`src/hw/sbc_regs.svh`:
```
// Purpose: shared constants of the serial code converter
// Assumes: included by bare name from the design files
// Notes: definitions only
`ifndef SBC_REGS_SVH
`define SBC_REGS_SVH

// width of one bcd digit
`define SBC_DIG_W 4
// digit value from which doubling must be corrected
`define SBC_DIG_HALF 4'h5
// decimal base taken off a corrected doubled digit
`define SBC_DIG_TEN 5'h0A
// carry position of a doubled digit
`define SBC_CARRY_BIT 5'h10
// weight of a bit crossing into the digit below
`define SBC_FIVE 5'h05
// width of the bit counters
`define SBC_CNT_W 8
// counter step
`define SBC_CNT_ONE 8'h01
// fill levels of the two-entry buffer
`define SBC_BUF_FULL 2'h2
`define SBC_BUF_ONE 2'h1

`endif

```
`src/hw/sbc_pkg.sv`:
```
// Purpose: types of the serial code converter
// Assumes: used with full package scope, never imported
// Notes: state codes written out
package sbc_pkg;

   // binary-to-bcd sequencer
   typedef enum logic [1:0] {
      SBC_B_IDLE = 2'h0,
      SBC_B_SHIFT = 2'h1,
      SBC_B_PUSH = 2'h2
   } sbc_bstate_t;

   // bcd-to-binary sequencer
   typedef enum logic {
      SBC_D_IDLE = 1'h0,
      SBC_D_RUN = 1'h1
   } sbc_dstate_t;

endpackage

```
`src/hw/sbc_skid2.sv`:
```
// Purpose: two-entry buffer with valid and ready on both sides
// Assumes: single clock, synchronous active-high reset
// Notes: all outputs come from flip-flops
`timescale 1ns/1ps
`default_nettype none
`include "sbc_regs.svh"

module sbc_skid2 #(
   parameter int W = 16
) (
   // clock and reset
   input wire logic i_clk,
   input wire logic i_rst,
   // filling side
   input wire logic i_valid,
   output logic o_ready,
   input wire logic [W-1:0] i_data,
   // draining side
   output logic o_valid,
   input wire logic i_ready,
   output logic [W-1:0] o_data
);

   if (W < 1) begin : g_chk
      $error("sbc_skid2: W must be at least 1");
   end

   logic [W-1:0] spare;
   logic [1:0] cnt;
   logic [1:0] next_cnt;
   logic push;
   logic pop;

   assign push = i_valid && o_ready;
   assign pop = o_valid && i_ready;

   always_comb begin
      next_cnt = cnt;
      if (push && !pop) begin
         next_cnt = cnt + `SBC_BUF_ONE;
      end else if (pop && !push) begin
         next_cnt = cnt - `SBC_BUF_ONE;
      end
   end

   always_ff @(posedge i_clk) begin
      if (i_rst) begin
         cnt <= '0;
         o_valid <= 1'b0;
         o_ready <= 1'b0;
      end else begin
         cnt <= next_cnt;
         o_valid <= (next_cnt != '0);
         o_ready <= (next_cnt != `SBC_BUF_FULL);
      end
   end

   // head word and the word waiting behind it
   always_ff @(posedge i_clk) begin
      if (i_rst) begin
         o_data <= '0;
         spare <= '0;
      end else if (pop) begin
         if (cnt == `SBC_BUF_FULL) begin
            o_data <= spare;
            if (push) begin
               spare <= i_data;
            end
         end else if (push) begin
            o_data <= i_data;
         end
      end else if (push) begin
         if (cnt == '0) begin
            o_data <= i_data;
         end else begin
            spare <= i_data;
         end
      end
   end

endmodule

`default_nettype wire

```
`src/hw/sbc_conv.sv`:
```
// Purpose: serial binary to parallel bcd and parallel bcd to serial binary
// Assumes: surrounding logic on i_clk drives all inputs; synchronous reset
// Notes: bcd results pass a two-entry buffer so a stalled reader loses none
`timescale 1ns/1ps
`default_nettype none
`include "sbc_regs.svh"

module sbc_conv #(
   parameter int DIGITS = 5,
   parameter int BIN_W = 16,
   parameter int DEC_BITS = 17
) (
   // clock and reset
   input wire logic i_clk,
   input wire logic i_rst,
   // serial binary in
   input wire logic i_bin_bit,
   input wire logic i_bin_valid,
   input wire logic i_start_n,
   output logic o_bin_ready,
   // parallel bcd result
   output logic [DIGITS*`SBC_DIG_W-1:0] o_bcd,
   output logic o_bcd_valid,
   input wire logic i_bcd_ready,
   // parallel bcd in
   input wire logic [DIGITS*`SBC_DIG_W-1:0] i_bcd_load,
   input wire logic i_parallel_load_n,
   // serial binary out
   output logic o_ser_bit,
   output logic o_ser_valid,
   output logic o_conv_done,
   output logic o_d2b_busy
);

   localparam int BW = DIGITS * `SBC_DIG_W;
   localparam int CW = `SBC_CNT_W;
   localparam logic [CW-1:0] B_LAST = CW'(BIN_W - 1);
   localparam logic [CW-1:0] D_LAST = CW'(DEC_BITS - 1);

   if (DIGITS < 1 || DIGITS > 9 || BIN_W < 2 || DEC_BITS < 2
       || BIN_W > 255 || DEC_BITS > 255
       || 2.0 ** BIN_W > 10.0 ** DIGITS || 10.0 ** DIGITS > 2.0 ** DEC_BITS) begin : g_chk
      $error("sbc_conv: DIGITS, BIN_W or DEC_BITS out of range");
   end

   // doubling of one digit with carry in; returns carry out and new digit
   function automatic logic [4:0] sbc_dbl(input logic [3:0] d, input logic cin);
      logic [4:0] t;
      t = {d, cin};
      if (d >= `SBC_DIG_HALF) begin
         t = (t - `SBC_DIG_TEN) | `SBC_CARRY_BIT;
      end
      return t;
   endfunction

   // ---------------- binary to bcd ----------------
   sbc_pkg::sbc_bstate_t bstate;
   sbc_pkg::sbc_bstate_t next_bstate;
   logic [BW-1:0] bcd_sh;
   logic [BW-1:0] next_bcd;
   logic [DIGITS:0] bc;
   logic [CW-1:0] b_cnt;
   logic b_take;
   logic buf_ready;

   assign b_take = i_bin_valid && o_bin_ready;
   assign bc[0] = i_bin_bit;

   for (genvar g = 0; g < DIGITS; g++) begin : g_dbl
      assign {bc[g+1], next_bcd[g*4 +: 4]} = sbc_dbl(bcd_sh[g*4 +: 4], bc[g]);
   end

   always_comb begin
      next_bstate = bstate;
      if (b_take && !i_start_n) begin
         next_bstate = sbc_sh_next(1'b1);
      end else begin
         unique case (bstate)
            sbc_pkg::SBC_B_IDLE: next_bstate = sbc_pkg::SBC_B_IDLE;
            sbc_pkg::SBC_B_SHIFT: begin
               if (b_take && b_cnt == B_LAST) begin
                  next_bstate = sbc_pkg::SBC_B_PUSH;
               end
            end
            sbc_pkg::SBC_B_PUSH: begin
               if (buf_ready) begin
                  next_bstate = sbc_pkg::SBC_B_IDLE;
               end
            end
            default: next_bstate = sbc_pkg::SBC_B_IDLE;
         endcase
      end
   end

   // state after a start: a one-bit word is complete at once
   function automatic sbc_pkg::sbc_bstate_t sbc_sh_next(input logic dummy);
      sbc_pkg::sbc_bstate_t s;
      s = (B_LAST == '0) ? sbc_pkg::SBC_B_PUSH : sbc_pkg::SBC_B_SHIFT;
      return dummy ? s : sbc_pkg::SBC_B_IDLE;
   endfunction

   always_ff @(posedge i_clk) begin
      if (i_rst) begin
         bstate <= sbc_pkg::SBC_B_IDLE;
         o_bin_ready <= 1'b0;
      end else begin
         bstate <= next_bstate;
         o_bin_ready <= (next_bstate != sbc_pkg::SBC_B_PUSH);
      end
   end

   // shift register and bit count
   always_ff @(posedge i_clk) begin
      if (i_rst) begin
         bcd_sh <= '0;
         b_cnt <= '0;
      end else if (b_take && !i_start_n) begin
         bcd_sh <= {{(BW-1){1'b0}}, i_bin_bit};
         b_cnt <= `SBC_CNT_ONE;
      end else if (b_take && bstate == sbc_pkg::SBC_B_SHIFT) begin
         bcd_sh <= next_bcd;
         b_cnt <= b_cnt + `SBC_CNT_ONE;
      end
   end

   sbc_skid2 #(
      .W(BW)
   ) u_buf (
      .i_clk(i_clk),
      .i_rst(i_rst),
      .i_valid(bstate == sbc_pkg::SBC_B_PUSH),
      .o_ready(buf_ready),
      .i_data(bcd_sh),
      .o_valid(o_bcd_valid),
      .i_ready(i_bcd_ready),
      .o_data(o_bcd)
   );

   // ---------------- bcd to binary ----------------
   sbc_pkg::sbc_dstate_t dstate;
   logic [DIGITS*3-1:0] q;
   logic [DIGITS*3-1:0] next_q;
   logic [DIGITS-1:0] c0;
   logic [DIGITS-1:0] c2;
   logic [DIGITS-1:0] next_c0;
   logic [DIGITS-1:0] next_c2;
   logic [DIGITS-1:0] load_msb;
   logic [DIGITS:0] hb;
   logic [CW-1:0] d_cnt;

   assign hb[DIGITS] = 1'b0;

   for (genvar g = 0; g < DIGITS; g++) begin : g_half
      // lowest bit of this digit crosses into the digit below
      assign hb[g] = q[g*3];
      assign load_msb[g] = i_bcd_load[g*4+3];
      // bit-0 adder: q1 + c0 + crossing bit, carry saved in c0
      assign next_q[g*3] = q[g*3+1] ^ c0[g] ^ hb[g+1];
      assign next_c0[g] = (q[g*3+1] & c0[g]) | (q[g*3+1] & hb[g+1])
                          | (c0[g] & hb[g+1]);
      assign next_q[g*3+1] = q[g*3+2];
      // bit-2 adder: saved top bit + crossing bit, carry saved in c2
      assign next_q[g*3+2] = c2[g] ^ hb[g+1];
      assign next_c2[g] = c2[g] & hb[g+1];
   end

   always_ff @(posedge i_clk) begin
      if (i_rst) begin
         q <= '0;
         c0 <= '0;
         c2 <= '0;
      end else if (!i_parallel_load_n) begin
         for (int g = 0; g < DIGITS; g++) begin
            q[g*3 +: 3] <= i_bcd_load[g*4 +: 3];
         end
         c2 <= load_msb;
         c0 <= '0;
      end else if (dstate == sbc_pkg::SBC_D_RUN) begin
         q <= next_q;
         c0 <= next_c0;
         c2 <= next_c2;
      end
   end

   always_ff @(posedge i_clk) begin
      if (i_rst) begin
         dstate <= sbc_pkg::SBC_D_IDLE;
         d_cnt <= '0;
         o_ser_bit <= 1'b0;
         o_ser_valid <= 1'b0;
         o_conv_done <= 1'b0;
         o_d2b_busy <= 1'b0;
      end else if (!i_parallel_load_n) begin
         dstate <= sbc_pkg::SBC_D_RUN;
         d_cnt <= '0;
         o_ser_valid <= 1'b0;
         o_conv_done <= 1'b0;
         o_d2b_busy <= 1'b1;
      end else begin
         o_ser_valid <= 1'b0;
         o_conv_done <= 1'b0;
         unique case (dstate)
            sbc_pkg::SBC_D_IDLE: o_d2b_busy <= 1'b0;
            sbc_pkg::SBC_D_RUN: begin
               o_ser_bit <= q[0];
               o_ser_valid <= 1'b1;
               d_cnt <= d_cnt + `SBC_CNT_ONE;
               if (d_cnt == D_LAST) begin
                  dstate <= sbc_pkg::SBC_D_IDLE;
                  o_conv_done <= 1'b1;
                  o_d2b_busy <= 1'b0;
               end
            end
         endcase
      end
   end

   logic [4:0] dv0;
   logic [CW-1:0] ser_cnt;
   assign dv0 = {1'b0, c2[0], 3'h0} + {3'h0, c0[0], 1'b0} + {2'h0, q[2:0]};

   always_ff @(posedge i_clk) begin
      if (i_rst || !i_parallel_load_n) begin
         ser_cnt <= '0;
      end else if (o_ser_valid) begin
         ser_cnt <= ser_cnt + `SBC_CNT_ONE;
      end
   end
endmodule

`default_nettype wire

```
`config.mk`:
```
export PLATFORM = sky130hd
export DESIGN_NAME = sbc_conv
export DESIGN_NICKNAME = d
export VERILOG_FILES = /design/src/hw/sbc_pkg.sv /design/src/hw/sbc_skid2.sv /design/src/hw/sbc_conv.sv
export VERILOG_INCLUDE_DIRS = /design/src /design/src/hw
export SDC_FILE = /design/constraint.sdc
export NUM_CORES = 1
export LEC_CHECK = 0
export ABC_AREA = 0
export ABC_CLOCK_PERIOD_IN_PS = 1400
export BUFFER_PORTS_ARGS = -buffer_cell sky130_fd_sc_hd__buf_4
export CORE_MARGIN = 2
export CORE_UTILIZATION = 45
export DETAILED_ROUTE_END_ITERATION = 12
export PLACE_DENSITY_LB_ADDON = 0.25
export SYNTH_ARGS = -nofsm -noshare
export SYNTH_HDL_FRONTEND = slang
export SYNTH_SLANG_ARGS = --single-unit
```
`constraint.sdc`:
```
create_clock -name i_clk -period 1.4 [get_ports i_clk]
set_input_delay 0.07 -clock i_clk [delete_from_list [all_inputs] [get_ports i_clk]]
set_output_delay 0.07 -clock i_clk [all_outputs]
set_load 0.01 [all_outputs]
```
======== Word-level counts from Yosys, hierarchy flattened ========
Cells that the tools add are included.
Widths: inputs -> output; s select.
word-level totals
  flip-flop bits (word level) ............. 113
  bits of input ports ..................... 27
  output and inout port bits .............. 26
operators by class
  reductions and logical operators ........ 23
  order comparisons ....................... 5
  bitwise logic cells ..................... 40
  equal/unequal tests ..................... 11
  muxes and demuxes ....................... 36
  $add $sub $neg .......................... 9
operators by type and width
  kind                 number
  $mux 20              9
  $mux 15              2
  $mux 5               6
  $ge 4x3->1 const B   5
  $sub 4x4->4 const B  5
  $and 1x1->1          17
  $add 8x1->8 const B  2
  $xor 1x1->1          13
  $mux 1               11
  $mux 2               5
  $reduce_bool 2->1    5
  $eq 8x4->1 const B   1
  $eq 8x5->1 const B   1
  $logic_and 1x1->1    8
  $or 1x1->1           8
  $ne 2x2->1 const B   3
  $reduce_and 3->1     2
  $eq 2x2->1 const B   2
  $mux 4               1
  $ne 2x1->1 const B   2
  $pmux 2 s2           1
  $reduce_or 2->1      2
  $logic_not 1->1      3
  $ne 3x2->1 const B   1
  8 further kinds      9

======== Longest topological paths before layout ========
Gate-level depths: netlist of the first run.
  word-level depth ........................ 10
  mapped depth ............................ 8
  gate-level depth less buffers ........... 7

======== Cells and area by module ========
A second synthesis of the first run with hierarchy kept.
second synthesis, totals
  cells, all modules ...................... 590
  area, all modules ....................... 5,231.3 um^2
modules (own cells, without submodules)
  module     cells an instance  area an instance (um^2)  seq. area each (um^2)  instances
  sbc_conv   356                3,342.0                  1,381.3                1
  sbc_skid2  234                1,889.3                  880.8                  1

======== Least setup slack after synthesis of the first run ========
Ideal clock, no wire load.
  path type ............................... register -> register
  start point ............................. register bstate[1]
  end point ............................... register b_cnt[6]
  buffers on the path ..................... 1
  arrival ................................. 1.310 ns
  setup slack ............................. -0.027 ns
  cell stages (with the launch flop) ...... 9
  period minus slack after synthesis ...... 1.427 ns
  cell sequence ........................... dfxtp_1 inv_1 ha_1 and3_1 buf_4 and2_4 nand3_1 xor2_1 nor2_1
on the way
  cells in the longest elaborated chain, start to end .. 2
ends and longest elaborated chain
  what                    line             text
  from (decl)             sbc_conv.sv:57   sbc_pkg::sbc_bstate_t bstate;
  from (signal assigned)  sbc_conv.sv:104  bstate <= sbc_pkg::SBC_B_IDLE;
  from (signal assigned)  sbc_conv.sv:107  bstate <= next_bstate;
  $eq 2x1->1              sbc_conv.sv:120  end else if (b_take && bstate == sbc_pkg::SBC_B_SHIFT) begin
  $logic_and 1x1->1       sbc_conv.sv:120
  to (signal assigned)    sbc_conv.sv:119  b_cnt <= `SBC_CNT_ONE;
  to (signal assigned)    sbc_conv.sv:122  b_cnt <= b_cnt + `SBC_CNT_ONE;
  to (decl)               sbc_conv.sv:62   logic [CW-1:0] b_cnt;
No other way between the ends.
A chain may end at the register's enable or synchronous reset.

======== Worst setup path in the final report of the first run ========
  start point ............................. register u_buf.cnt[0]
  end point ............................... register u_buf.o_data[16]
on the way
  cells in the longest elaborated chain, start to end .. 3
ends and longest elaborated chain
  what                                                                   line             text
  from (decl)                                                            sbc_skid2.sv:29  logic [1:0] cnt;
  from (signal assigned)                                                 sbc_skid2.sv:52  cnt <= next_cnt;
  $eq 2x2->1 (no source line) / $logic_not 2->1 (equally long branches)  --
  $reduce_bool 2->1 (no source line) / $mux 20 (equally long branches)   --
  $reduce_and 3->1 (no source line) / $mux 20 (equally long branches)    --
  to (signal assigned)                                                   sbc_skid2.sv:65  o_data <= spare;
  to (signal assigned)                                                   sbc_skid2.sv:70  o_data <= i_data;
  to (signal assigned)                                                   sbc_skid2.sv:74  o_data <= i_data;
  to (decl)                                                              sbc_skid2.sv:21  output logic [W-1:0] o_data
Parallel ways exist; a longest one is shown, timed or not.

==> report_table.html, run 1 <==
<table>
<tr><th>Metric</th><th>Value</th></tr>
<tr><th colspan="2">Clock network</th></tr>
<tr><td>Number of clock sinks</td><td>approximately 110</td></tr>
<tr><td>Number of clock buffers inserted by TritonCTS</td><td>17</td></tr>
<tr><td>CTS tree</td><td>yes</td></tr>
<tr><td>Worst skew pair latency</td><td>just over 0.4 ns</td></tr>
<tr><td>Clock-pin transition on the worst setup and hold timing paths</td><td>about 0.060 ns</td></tr>
<tr><td>Clock root buffer</td><td>sky130_fd_sc_hd__clkbuf_16</td></tr>
<tr><td>Max Root-Sink Buffers</td><td>2</td></tr>
<tr><td>CTS HTree Levels</td><td>4</td></tr>
<tr><th colspan="2">Synth</th></tr>
<tr><td>Number of synthesized flops with an enable pin</td><td>0</td></tr>
<tr><td>Mapped cell area</td><td>just over 0.005 mm²</td></tr>
<tr><td>Yosys synthesis warning count</td><td>0</td></tr>
<tr><td>Mapped Avg Cell Area</td><td>~8.9 µm²</td></tr>
<tr><td>Flip-flop and latch count after synthesis</td><td>approximately 110</td></tr>
<tr><td>Share of async-settable or async-resettable flops after synthesis</td><td>0%</td></tr>
<tr><td>Post-synthesis net count</td><td>roughly 630</td></tr>
<tr><td>Post-synthesis cell count</td><td>572</td></tr>
<tr><td>Top cell type's share of synthesized area</td><td>about 44%</td></tr>
<tr><td>Dominant synthesized flop cell</td><td>sky130_fd_sc_hd__dfxtp_1</td></tr>
<tr><td>Cell variety after synth</td><td>between 40 and 50</td></tr>
<tr><td>Seq/Total Area, Yosys</td><td>44.5%</td></tr>
<tr><td>Cell type contributing the most total cell area after synthesis</td><td>sky130_fd_sc_hd__dfxtp_1</td></tr>
<tr><td>Top post-synthesis cells by area</td><td>sky130_fd_sc_hd__dfxtp_1 (44%), sky130_fd_sc_hd__mux2i_1 (9.2%), sky130_fd_sc_hd__a211oi_1 (6.5%)</td></tr>
<tr><th colspan="2">Setup path</th></tr>
<tr><td>Critical path arrival</td><td>approximately 1.9 ns</td></tr>
<tr><td>Worst EP required</td><td>~1.7 ns</td></tr>
<tr><td>Crit path to</td><td>u_buf.o_data[16]</td></tr>
<tr><td>Category of the worst setup path capture point</td><td>register</td></tr>
<tr><td>FF-to-FF setup slack</td><td>-0.12 ns</td></tr>
<tr><td>R2R depth</td><td>9</td></tr>
<tr><td>CP max FO</td><td>10</td></tr>
<tr><td>Critical register-to-register path startpoint</td><td>u_buf.cnt[0]</td></tr>
<tr><td>Worst flop-to-flop path endpoint</td><td>u_buf.o_data[16]</td></tr>
<tr><td>Critical Setup Path Class</td><td>reg2reg</td></tr>
<tr><td>Start point of the critical path</td><td>u_buf.cnt[0]</td></tr>
<tr><td>Startpoint kind of the worst setup timing path</td><td>register</td></tr>
<tr><th colspan="2">Routing</th></tr>
<tr><td>Via count of the routed design</td><td>about 4.4k</td></tr>
<tr><td>Starting DRT DRC Count</td><td>roughly 230</td></tr>
<tr><td>WL final</td><td>12300 µm</td></tr>
<tr><td>Post-DRT Antenna Nets</td><td>0</td></tr>
<tr><td>Wire length per cell</td><td>around 15 µm</td></tr>
<tr><td>Routed vias/inst</td><td>~5.2</td></tr>
<tr><td># DRC</td><td>0</td></tr>
<tr><td>TritonRoute pass-1 iters</td><td>4</td></tr>
<tr><th colspan="2">Pwr</th></tr>
<tr><td>Sequential fraction of design power</td><td>between 40% and 50%</td></tr>
<tr><td>PnR Total Power</td><td>~0.008 W</td></tr>
<tr><td>Clock power frac</td><td>54.0%</td></tr>
<tr><td>Switching power of the nets</td><td>roughly 0.0019 W</td></tr>
<tr><td>Worst supply voltage drop on vdd</td><td>about 0.89 mV</td></tr>
<tr><td>Logic pwr share</td><td>around 5.6%</td></tr>
<tr><td>Internal power of the cells</td><td>about 0.0064 W</td></tr>
<tr><td>Leakage</td><td>just under 3 nW</td></tr>
<tr><td>Share of total power consumed by net switching</td><td>around 23%</td></tr>
<tr><td>Power density relative to cell area</td><td>1110 mW/mm²</td></tr>
<tr><th colspan="2">Floorplan</th></tr>
<tr><td>Std-Cell Core Area</td><td>between 0.01 and 0.015 mm²</td></tr>
<tr><td>Placement Rows</td><td>38</td></tr>
<tr><td>Die W</td><td>approximately 110 µm</td></tr>
<tr><td>Count of pins on the block boundary</td><td>between 50 and 60</td></tr>
<tr><td>Die span in y</td><td>approximately 110 µm</td></tr>
<tr><td>Starting Density</td><td>between 40% and 50%</td></tr>
<tr><td>Die footprint</td><td>roughly 0.012 mm²</td></tr>
<tr><th colspan="2">Timing</th></tr>
<tr><td>Unrepaired setup endpoints after global routing</td><td>yes</td></tr>
<tr><td>Setup TNS Final</td><td>-3.32 ns</td></tr>
<tr><td>Smallest hold slack</td><td>0.100 ns</td></tr>
<tr><td>Rel. slew slack</td><td>approximately three fifths</td></tr>
<tr><td>Actual slew at the worst max-slew pin</td><td>between 0.5 and 0.6 ns</td></tr>
<tr><td>Fmax</td><td>0.659 GHz</td></tr>
<tr><td>Number of pins with negative max-slew slack in the final report</td><td>0</td></tr>
<tr><td>Worst setup skew after layout</td><td>roughly 0.0065 ns</td></tr>
<tr><td>Final worst setup slack</td><td>-0.118 ns</td></tr>
<tr><td>Min cycle time layout</td><td>~1.5 ns</td></tr>
<tr><td>Setup Viol. Count Final</td><td>40</td></tr>
<tr><td>Final Hold Viols</td><td>0</td></tr>
<tr><td>Post-route fraction of the period consumed by the critical path</td><td>108%</td></tr>
<tr><th colspan="2">Layout</th></tr>
<tr><td>Number of nets at the end of the flow</td><td>741</td></tr>
<tr><td>Filler cells</td><td>~760</td></tr>
<tr><td>Proportion of layout cells with a drive suffix above 1</td><td>between 30% and 40%</td></tr>
<tr><td>Multi-input logic area</td><td>approximately 0.003 mm²</td></tr>
<tr><td>Final antenna diode count</td><td>0</td></tr>
<tr><td>Area of all sequential standard cells</td><td>~0.0023 mm²</td></tr>
<tr><td>Post-layout instance count excluding filler cells</td><td>approximately 840</td></tr>
<tr><td>Layout overhead on the synthesized area</td><td>45.7%</td></tr>
<tr><th colspan="2">Place</th></tr>
<tr><td>Dpl ws</td><td>-0.131 ns</td></tr>
<tr><td>Placed wire-length estimate after detailed placement</td><td>roughly 6700 µm</td></tr>
<tr><td>Cell count after placement</td><td>roughly 780</td></tr>
<tr><td>IO Port Bufs</td><td>between 50 and 60</td></tr>
<tr><td>Final estimated routing congestion in global placement</td><td>0.785</td></tr>
<tr><th colspan="2">GRT</th></tr>
<tr><td>Pin count of the biggest net entering global routing</td><td>between 40 and 50</td></tr>
<tr><td>Number of global-route vias before repair</td><td>about 4.0k</td></tr>
<tr><td>Overall track demand over capacity in global routing</td><td>between 20% and 30%</td></tr>
<tr><td>Number of antenna violations at the first check in global routing</td><td>0</td></tr>
<tr><td>GRT Residual Overflow</td><td>0</td></tr>
<tr><td>First-pass GRT wire length</td><td>18900 µm</td></tr>
<tr><th colspan="2">Run status</th></tr>
<tr><td>Status</td><td>finished with violations</td></tr>
<tr><td>Failing checks</td><td>negative setup slack</td></tr>
<tr><th colspan="2">Min path</th></tr>
<tr><td>Class of the tightest hold or removal check</td><td>in2reg</td></tr>
<tr><th colspan="2">Job</th></tr>
<tr><td>Max-capacitance violation count</td><td>0</td></tr>
</table>
-- cells in the mapped netlist (2+ instances only) --
library cell               count
sky130_fd_sc_hd__nand4_1       3
sky130_fd_sc_hd__nand2_1      71
sky130_fd_sc_hd__xor2_1        7
sky130_fd_sc_hd__buf_4         9
sky130_fd_sc_hd__dfxtp_1     113
sky130_fd_sc_hd__nor2_1       71
sky130_fd_sc_hd__a41o_1        2
sky130_fd_sc_hd__clkbuf_1     11
sky130_fd_sc_hd__inv_1        19
sky130_fd_sc_hd__nand2b_1      8
sky130_fd_sc_hd__a21oi_1      54
sky130_fd_sc_hd__nand3_1      15
sky130_fd_sc_hd__and3_1        3
sky130_fd_sc_hd__or3_1         3
sky130_fd_sc_hd__nor3_1        4
sky130_fd_sc_hd__xnor2_1      11
sky130_fd_sc_hd__ha_1         22
sky130_fd_sc_hd__and2_1        4
sky130_fd_sc_hd__buf_2        16
sky130_fd_sc_hd__a211oi_1     44
sky130_fd_sc_hd__mux2i_1      47
sky130_fd_sc_hd__fa_1          4
sky130_fd_sc_hd__o21ai_0      12
-- cell type report --
type	count	share of cell area (%)
multi-input cells	403	40.8
flip-flops and latches	113	30.8
repair buffers	133	16.5
clock buffers	18	5.92
clock inverters	14	2.43
well taps	140	2.36
inverters	20	1.08
-- metal layers --
layer / part of all wire (%) / vias up / global-route usage (%)
li1: - / 2216 / -
met2: 51 / 84 / 34.0
met1: 44 / 2067 / 23.9
met5: 0 / - / 0
met3: 3.3 / 23 / 6.00
met4: 2.1 / 0 / 8.13
-- critical path: stages (launching register included) --
cell                       delay (ns)
sky130_fd_sc_hd__dfxtp_2         0.33
sky130_fd_sc_hd__inv_4           0.08
sky130_fd_sc_hd__ha_4            0.14
sky130_fd_sc_hd__a21oi_4         0.03
sky130_fd_sc_hd__buf_4           0.14
sky130_fd_sc_hd__o21ai_4         0.16
sky130_fd_sc_hd__buf_6           0.15
sky130_fd_sc_hd__buf_16          0.14
sky130_fd_sc_hd__nor2_2          0.05
sky130_fd_sc_hd__a211oi_2        0.20
-- metrics by stage --
| step | cell area [µm²] | util (%) |
|---|---|---|
| finish | 7410 | 67.8 |
| global route | 7410 | 67.8 |
| CTS | 7070 | 64.6 |
| detailed placement | 5870 | 53.7 |
| global placement | 5870 | 53.7 |
| floorplan | 5090 | - |
-- power by group through the flow --
| stage | logic [W] | clock network [W] | registers, W |
|---|---|---|---|
| final | 0.000464 | 0.00445 | 0.00333 |
| after global routing | 0.000511 | 0.00466 | 0.00334 |
| after CTS | 0.000450 | 0.00450 | 0.00333 |
| after detailed placement | 0.000390 | 0 | 0.00340 |
| after global placement | 0.000383 | 0 | 0.00339 |
| after floorplan | 0.000248 | 0 | 0.00339 |
-- worst min path at each step --
stage,startpoint,end,cells after the start
2_1_floorplan,i_bin_bit,bcd_sh[0],2
3_3_place_gp,i_bcd_load[19],c2[4],3
3_5_place_dp,i_rst,bstate[0],2
4_1_cts,i_parallel_load_n,q[8],3
5_1_grt,i_parallel_load_n,c2[3],3
6_report,i_parallel_load_n,c0[0],3
-- registers in the layout, summed over array words and instances, names as in the netlist --
name	cells
o_ser_bit	1
u_buf.spare	20
c0	5
o_ser_valid	1
o_d2b_busy	1
u_buf.o_data	20
q	15
u_buf.o_valid	1
u_buf.cnt	2
c2	5
u_buf.o_ready	1
d_cnt	8
bcd_sh	20
bstate	2
o_conv_done	1
dstate	1
o_bin_ready	1
b_cnt	8
-- cells by family after synthesis --
family          Yosys count  synth area share [%]
mux                      47                  9.25
fa+ha+maj                26                  6.98
simple gates            191                  16.3
flops                   113                  44.5
xor+xnor                 18                  3.10
compound gates          121                  14.7
buf+inv                  56                  5.19
-- cell usage in the layout (no fill, tap or decap), drive strengths merged, types with 18 or more instances in the layout --
cell type / Yosys / final
dfxtp: 113 / 113
buf: 25 / 111
a211oi: 44 / 44
a21oi: 55 / 55
inv: 20 / 23
clkbuf: 11 / 18
nand2: 72 / 72
dlygate4sd3: 0 / 22
nor2: 71 / 71
mux2i: 47 / 47
ha: 22 / 22
-- what timing repair did --
action	in CTS	in global routing
hold endpoints to repair	26	0
pin swaps	8	29
gates resized for setup	53	79
hold buffers	22	0
setup buffers	4	3
setup endpoints to repair	53	72
cloned	5	2
(Power assumes the default switching activity.)
==> run 2: changes to the inputs <==
- REMOVE_ABC_BUFFERS: not set -> 1
- TNS_END_PERCENT: not set -> 10
==> run 2 against run 1 <==
The flow still finishes with violations (negative setup slack). Design area fell by 3.4%. Fmax fell by 1.1%. Routed wire length fell by 0.97%. Clock-buffer cell count rose by 8. Sequential power barely moved. Die area did not move. First-iteration DRC count rose by 5.8%. Clock skew barely moved. Clock power fell by 4%. Cell count fell by 0.59%. Core utilization fell by 2.3 points. Critical path type unchanged. Critical endpoint is now u_buf.spare[12]. Largest cell class unchanged.
==> report_table.html, run 2 (synthesis results as in run 1) <==
<table>
<tr><th>Metric</th><th>Value</th></tr>
<tr><th colspan="2">Run status</th></tr>
<tr><td>Status</td><td>finished with violations</td></tr>
<tr><td>Failing checks</td><td>negative setup slack</td></tr>
<tr><th colspan="2">GRT</th></tr>
<tr><td>GRT Residual Overflow</td><td>0</td></tr>
<tr><td>Pin count of the biggest net entering global routing</td><td>29</td></tr>
<tr><td>First-pass GRT wire length</td><td>~20000 µm</td></tr>
<tr><td>Number of antenna violations at the first check in global routing</td><td>0</td></tr>
<tr><td>Overall track demand over capacity in global routing</td><td>about a fifth</td></tr>
<tr><td>Number of global-route vias before repair</td><td>around 4.4k</td></tr>
<tr><th colspan="2">Layout</th></tr>
<tr><td>Layout overhead on the synthesized area</td><td>40.7%</td></tr>
<tr><td>Post-route cell area</td><td>0.00716 mm²</td></tr>
<tr><td>Filler cells</td><td>863</td></tr>
<tr><td>Highest-count cells in the layout ignoring fill and taps</td><td>sky130_fd_sc_hd__dfxtp_1 (100), sky130_fd_sc_hd__buf_4 (94), sky130_fd_sc_hd__nor2_1 (71)</td></tr>
<tr><td>Final antenna diode count</td><td>0</td></tr>
<tr><td>Proportion of layout cells with a drive suffix above 1</td><td>a little under a third</td></tr>
<tr><td>Core Util, Final</td><td>around 65%</td></tr>
<tr><td>Number of nets at the end of the flow</td><td>approximately 740</td></tr>
<tr><td>Regs by FF count</td><td>bcd_sh (20), u_buf.o_data (20), u_buf.spare (20)</td></tr>
<tr><td>Area of all sequential standard cells</td><td>roughly 0.0023 mm²</td></tr>
<tr><td>Most common cell after layout, fill and taps aside</td><td>sky130_fd_sc_hd__dfxtp_1</td></tr>
<tr><td>Multi-input logic area</td><td>0.00288 mm²</td></tr>
<tr><th colspan="2">Routing</th></tr>
<tr><td># DRC</td><td>0</td></tr>
<tr><td>Wire length per cell</td><td>roughly 15 µm</td></tr>
<tr><td>Starting DRT DRC Count</td><td>approximately 240</td></tr>
<tr><td>TritonRoute pass-1 iters</td><td>4</td></tr>
<tr><td>WL final</td><td>~12000 µm</td></tr>
<tr><td>Routed vias/inst</td><td>5.26</td></tr>
<tr><td>Via count of the routed design</td><td>~4.4k</td></tr>
<tr><td>Post-DRT Antenna Nets</td><td>0</td></tr>
<tr><th colspan="2">Floorplan</th></tr>
<tr><td>Die span in y</td><td>roughly 110 µm</td></tr>
<tr><td>Die W</td><td>110 µm</td></tr>
<tr><td>Count of pins on the block boundary</td><td>53</td></tr>
<tr><td>Starting Density</td><td>between 40 and 50%</td></tr>
<tr><td>Die footprint</td><td>~0.012 mm²</td></tr>
<tr><td>Placement Rows</td><td>38</td></tr>
<tr><td>Std-Cell Core Area</td><td>around 0.011 mm²</td></tr>
<tr><th colspan="2">Setup path</th></tr>
<tr><td>Startpoint kind of the worst setup timing path</td><td>register</td></tr>
<tr><td>Total number of cells along the worst setup path</td><td>9</td></tr>
<tr><td>CP max FO</td><td>5</td></tr>
<tr><td>Category of the worst setup path capture point</td><td>register</td></tr>
<tr><td>Delay-heaviest family, CP</td><td>compound AO/OA/AOI/OAI gates</td></tr>
<tr><td>Critical register-to-register path startpoint</td><td>u_buf.cnt[1]</td></tr>
<tr><td>R2R depth</td><td>9</td></tr>
<tr><td>Start point of the critical path</td><td>u_buf.cnt[1]</td></tr>
<tr><td>Critical path arrival</td><td>1.88 ns</td></tr>
<tr><td>Library cell contributing the largest single delay on the critical path</td><td>sky130_fd_sc_hd__dfxtp_2</td></tr>
<tr><td>Critical Setup Path Class</td><td>reg2reg</td></tr>
<tr><td>Worst path max stage delay</td><td>approximately 0.36 ns</td></tr>
<tr><td>CP bufs+invs</td><td>4</td></tr>
<tr><td>Worst EP required</td><td>1.75 ns</td></tr>
<tr><td>Crit path to</td><td>u_buf.spare[12]</td></tr>
<tr><td>FF-to-FF setup slack</td><td>-0.14 ns</td></tr>
<tr><td>Worst flop-to-flop path endpoint</td><td>u_buf.spare[12]</td></tr>
<tr><td>Crit-path cells</td><td>inv_2 &gt; ha_4 &gt; a21oi_2 &gt; buf_4 &gt; inv_4 &gt; a21oi_4 &gt; buf_6 &gt; nand2_2 &gt; a21oi_2</td></tr>
<tr><td>Cell occurring most often along the worst timing path</td><td>sky130_fd_sc_hd__a21oi_2</td></tr>
<tr><th colspan="2">Timing</th></tr>
<tr><td>Setup TNS Final</td><td>-3.36 ns</td></tr>
<tr><td>Number of pins with negative max-slew slack in the final report</td><td>0</td></tr>
<tr><td>Worst setup skew after layout</td><td>roughly 0.0064 ns</td></tr>
<tr><td>Unrepaired setup endpoints after global routing</td><td>yes</td></tr>
<tr><td>Rel. slew slack</td><td>79.0%</td></tr>
<tr><td>Post-route fraction of the period consumed by the critical path</td><td>110%</td></tr>
<tr><td>Final Hold Viols</td><td>0</td></tr>
<tr><td>Min cycle time layout</td><td>1.54 ns</td></tr>
<tr><td>Fmax</td><td>between 0.6 and 0.7 GHz</td></tr>
<tr><td>Setup Viol. Count Final</td><td>40</td></tr>
<tr><td>Actual slew at the worst max-slew pin</td><td>between 0.3 and 0.4 ns</td></tr>
<tr><td>Smallest hold slack</td><td>approximately 0.024 ns</td></tr>
<tr><td>Final worst setup slack</td><td>-0.135 ns</td></tr>
<tr><th colspan="2">Place</th></tr>
<tr><td>IO Port Bufs</td><td>52</td></tr>
<tr><td>Final estimated routing congestion in global placement</td><td>~0.75</td></tr>
<tr><td>Dpl ws</td><td>-0.151 ns</td></tr>
<tr><td>Placed wire-length estimate after detailed placement</td><td>roughly 7000 µm</td></tr>
<tr><td>Cell Area, Placed</td><td>about 0.0059 mm²</td></tr>
<tr><th colspan="2">Clock network</th></tr>
<tr><td>Max Root-Sink Buffers</td><td>2</td></tr>
<tr><td>Clock-pin transition on the worst setup and hold timing paths</td><td>around 0.050 ns</td></tr>
<tr><td>CTS HTree Levels</td><td>4</td></tr>
<tr><td>Number of clock buffers inserted by TritonCTS</td><td>17</td></tr>
<tr><td>Worst skew pair latency</td><td>0.41 ns</td></tr>
<tr><td>Number of clock sinks</td><td>around 110</td></tr>
<tr><td>CTS tree</td><td>yes</td></tr>
<tr><td>Clock root buffer</td><td>sky130_fd_sc_hd__clkbuf_16</td></tr>
<tr><th colspan="2">Job</th></tr>
<tr><td>Max-capacitance violation count</td><td>0</td></tr>
<tr><th colspan="2">Pwr</th></tr>
<tr><td>Leakage</td><td>2.92 nW</td></tr>
<tr><td>Power density relative to cell area</td><td>around 1100 mW/mm²</td></tr>
<tr><td>Worst supply voltage drop on vdd</td><td>approximately 1.3 mV</td></tr>
<tr><th colspan="2">Min path</th></tr>
<tr><td>Class of the tightest hold or removal check</td><td>in2reg</td></tr>
</table>
-- run 2: cell types whose count changed in the layout (fill, tap and decap cells not counted), moves of 4 or more --
cell / before / now
sky130_fd_sc_hd__a21oi_2: 5 / 11
sky130_fd_sc_hd__nor2_1: 62 / 71
sky130_fd_sc_hd__clkinv_4: 5 / 0
sky130_fd_sc_hd__a211oi_1: 22 / 26
sky130_fd_sc_hd__clkbuf_1: 0 / 4
sky130_fd_sc_hd__clkbuf_8: 1 / 5
sky130_fd_sc_hd__nor2_2: 8 / 0
-- run 2: final cells by class --
| class | instances | share of cell area, % |
|---|---|---|
| multi-input combinational | 403 | 40.2 |
| sequential | 113 | 31.9 |
| timing repair buffer | 129 | 16.3 |
| clock buffer | 26 | 7.11 |
| tap | 140 | 2.45 |
| inverter | 20 | 1.08 |
| clock inverter | 5 | 1.05 |
-- run 2: worst min path at each step --
stage | from | end | depth (start not counted) | slack (ns)
after global placement | i_bcd_load[19] | c2[4] | 3 | 0.34
final | i_rst | u_buf.spare[13] | 2 | 0.02
after detailed placement | i_bcd_load[19] | c2[4] | 3 | 0.35
after global routing | i_rst | u_buf.spare[13] | 2 | 0.05
after CTS | i_rst | u_buf.spare[13] | 2 | 0.03
after floorplan | i_rst | b_cnt[0] | 1 | 0.14
-- run 2: what timing repair did --
| item | in CTS | in global routing |
|---|---|---|
| endpoints found under the setup margin | 57 | 69 |
| hold endpoints to repair | 21 | 0 |
| gates resized for setup | 44 | 56 |
| cloned | 3 | 1 |
| hold buffers | 21 | 0 |
| pin swaps | 9 | 25 |
| buffers inserted | 2 | 3 |
-- run 2: worst reg2reg max path, delay by kind of cell (launching register included) --
kind / cells / cell delay, ns
buffers and inverters: 4 / 0.40
flip-flops: 1 / 0.36
AO/OA/AOI/OAI: 3 / 0.49
AND/OR/NAND/NOR: 1 / 0.08
adder cells (fa/ha/maj): 1 / 0.15
-- run 2: through the flow --
| stage | total power, W | std cells |
|---|---|---|
| finish | 0.00806 | 836 |
| global route | 0.00831 | 836 |
| global placement | 0.00378 | 775 |
| floorplan | 0.00358 | 536 |
| detailed placement | 0.00379 | 775 |
| CTS | 0.00811 | 832 |
-- run 2: routing by layer --
layer | global-route usage (%) | vias up | wire (µm)
met4 | 7.23 | 0 | 159
met1 | 24.2 | 2113 | 5550
met3 | 6.29 | 18 | 478
li1 | - | 2190 | -
met2 | 37.0 | 78 | 6030
met5 | 0 | - | 0
-- run 2: where the power goes --
| group | leakage (nW) | switching [W] | internal, W |
|---|---|---|---|
| clock network | 0.290 | 0.00143 | 0.00283 |
| registers | 0.924 | 0.0000495 | 0.00328 |
| logic | 1.70 | 0.000227 | 0.000241 |
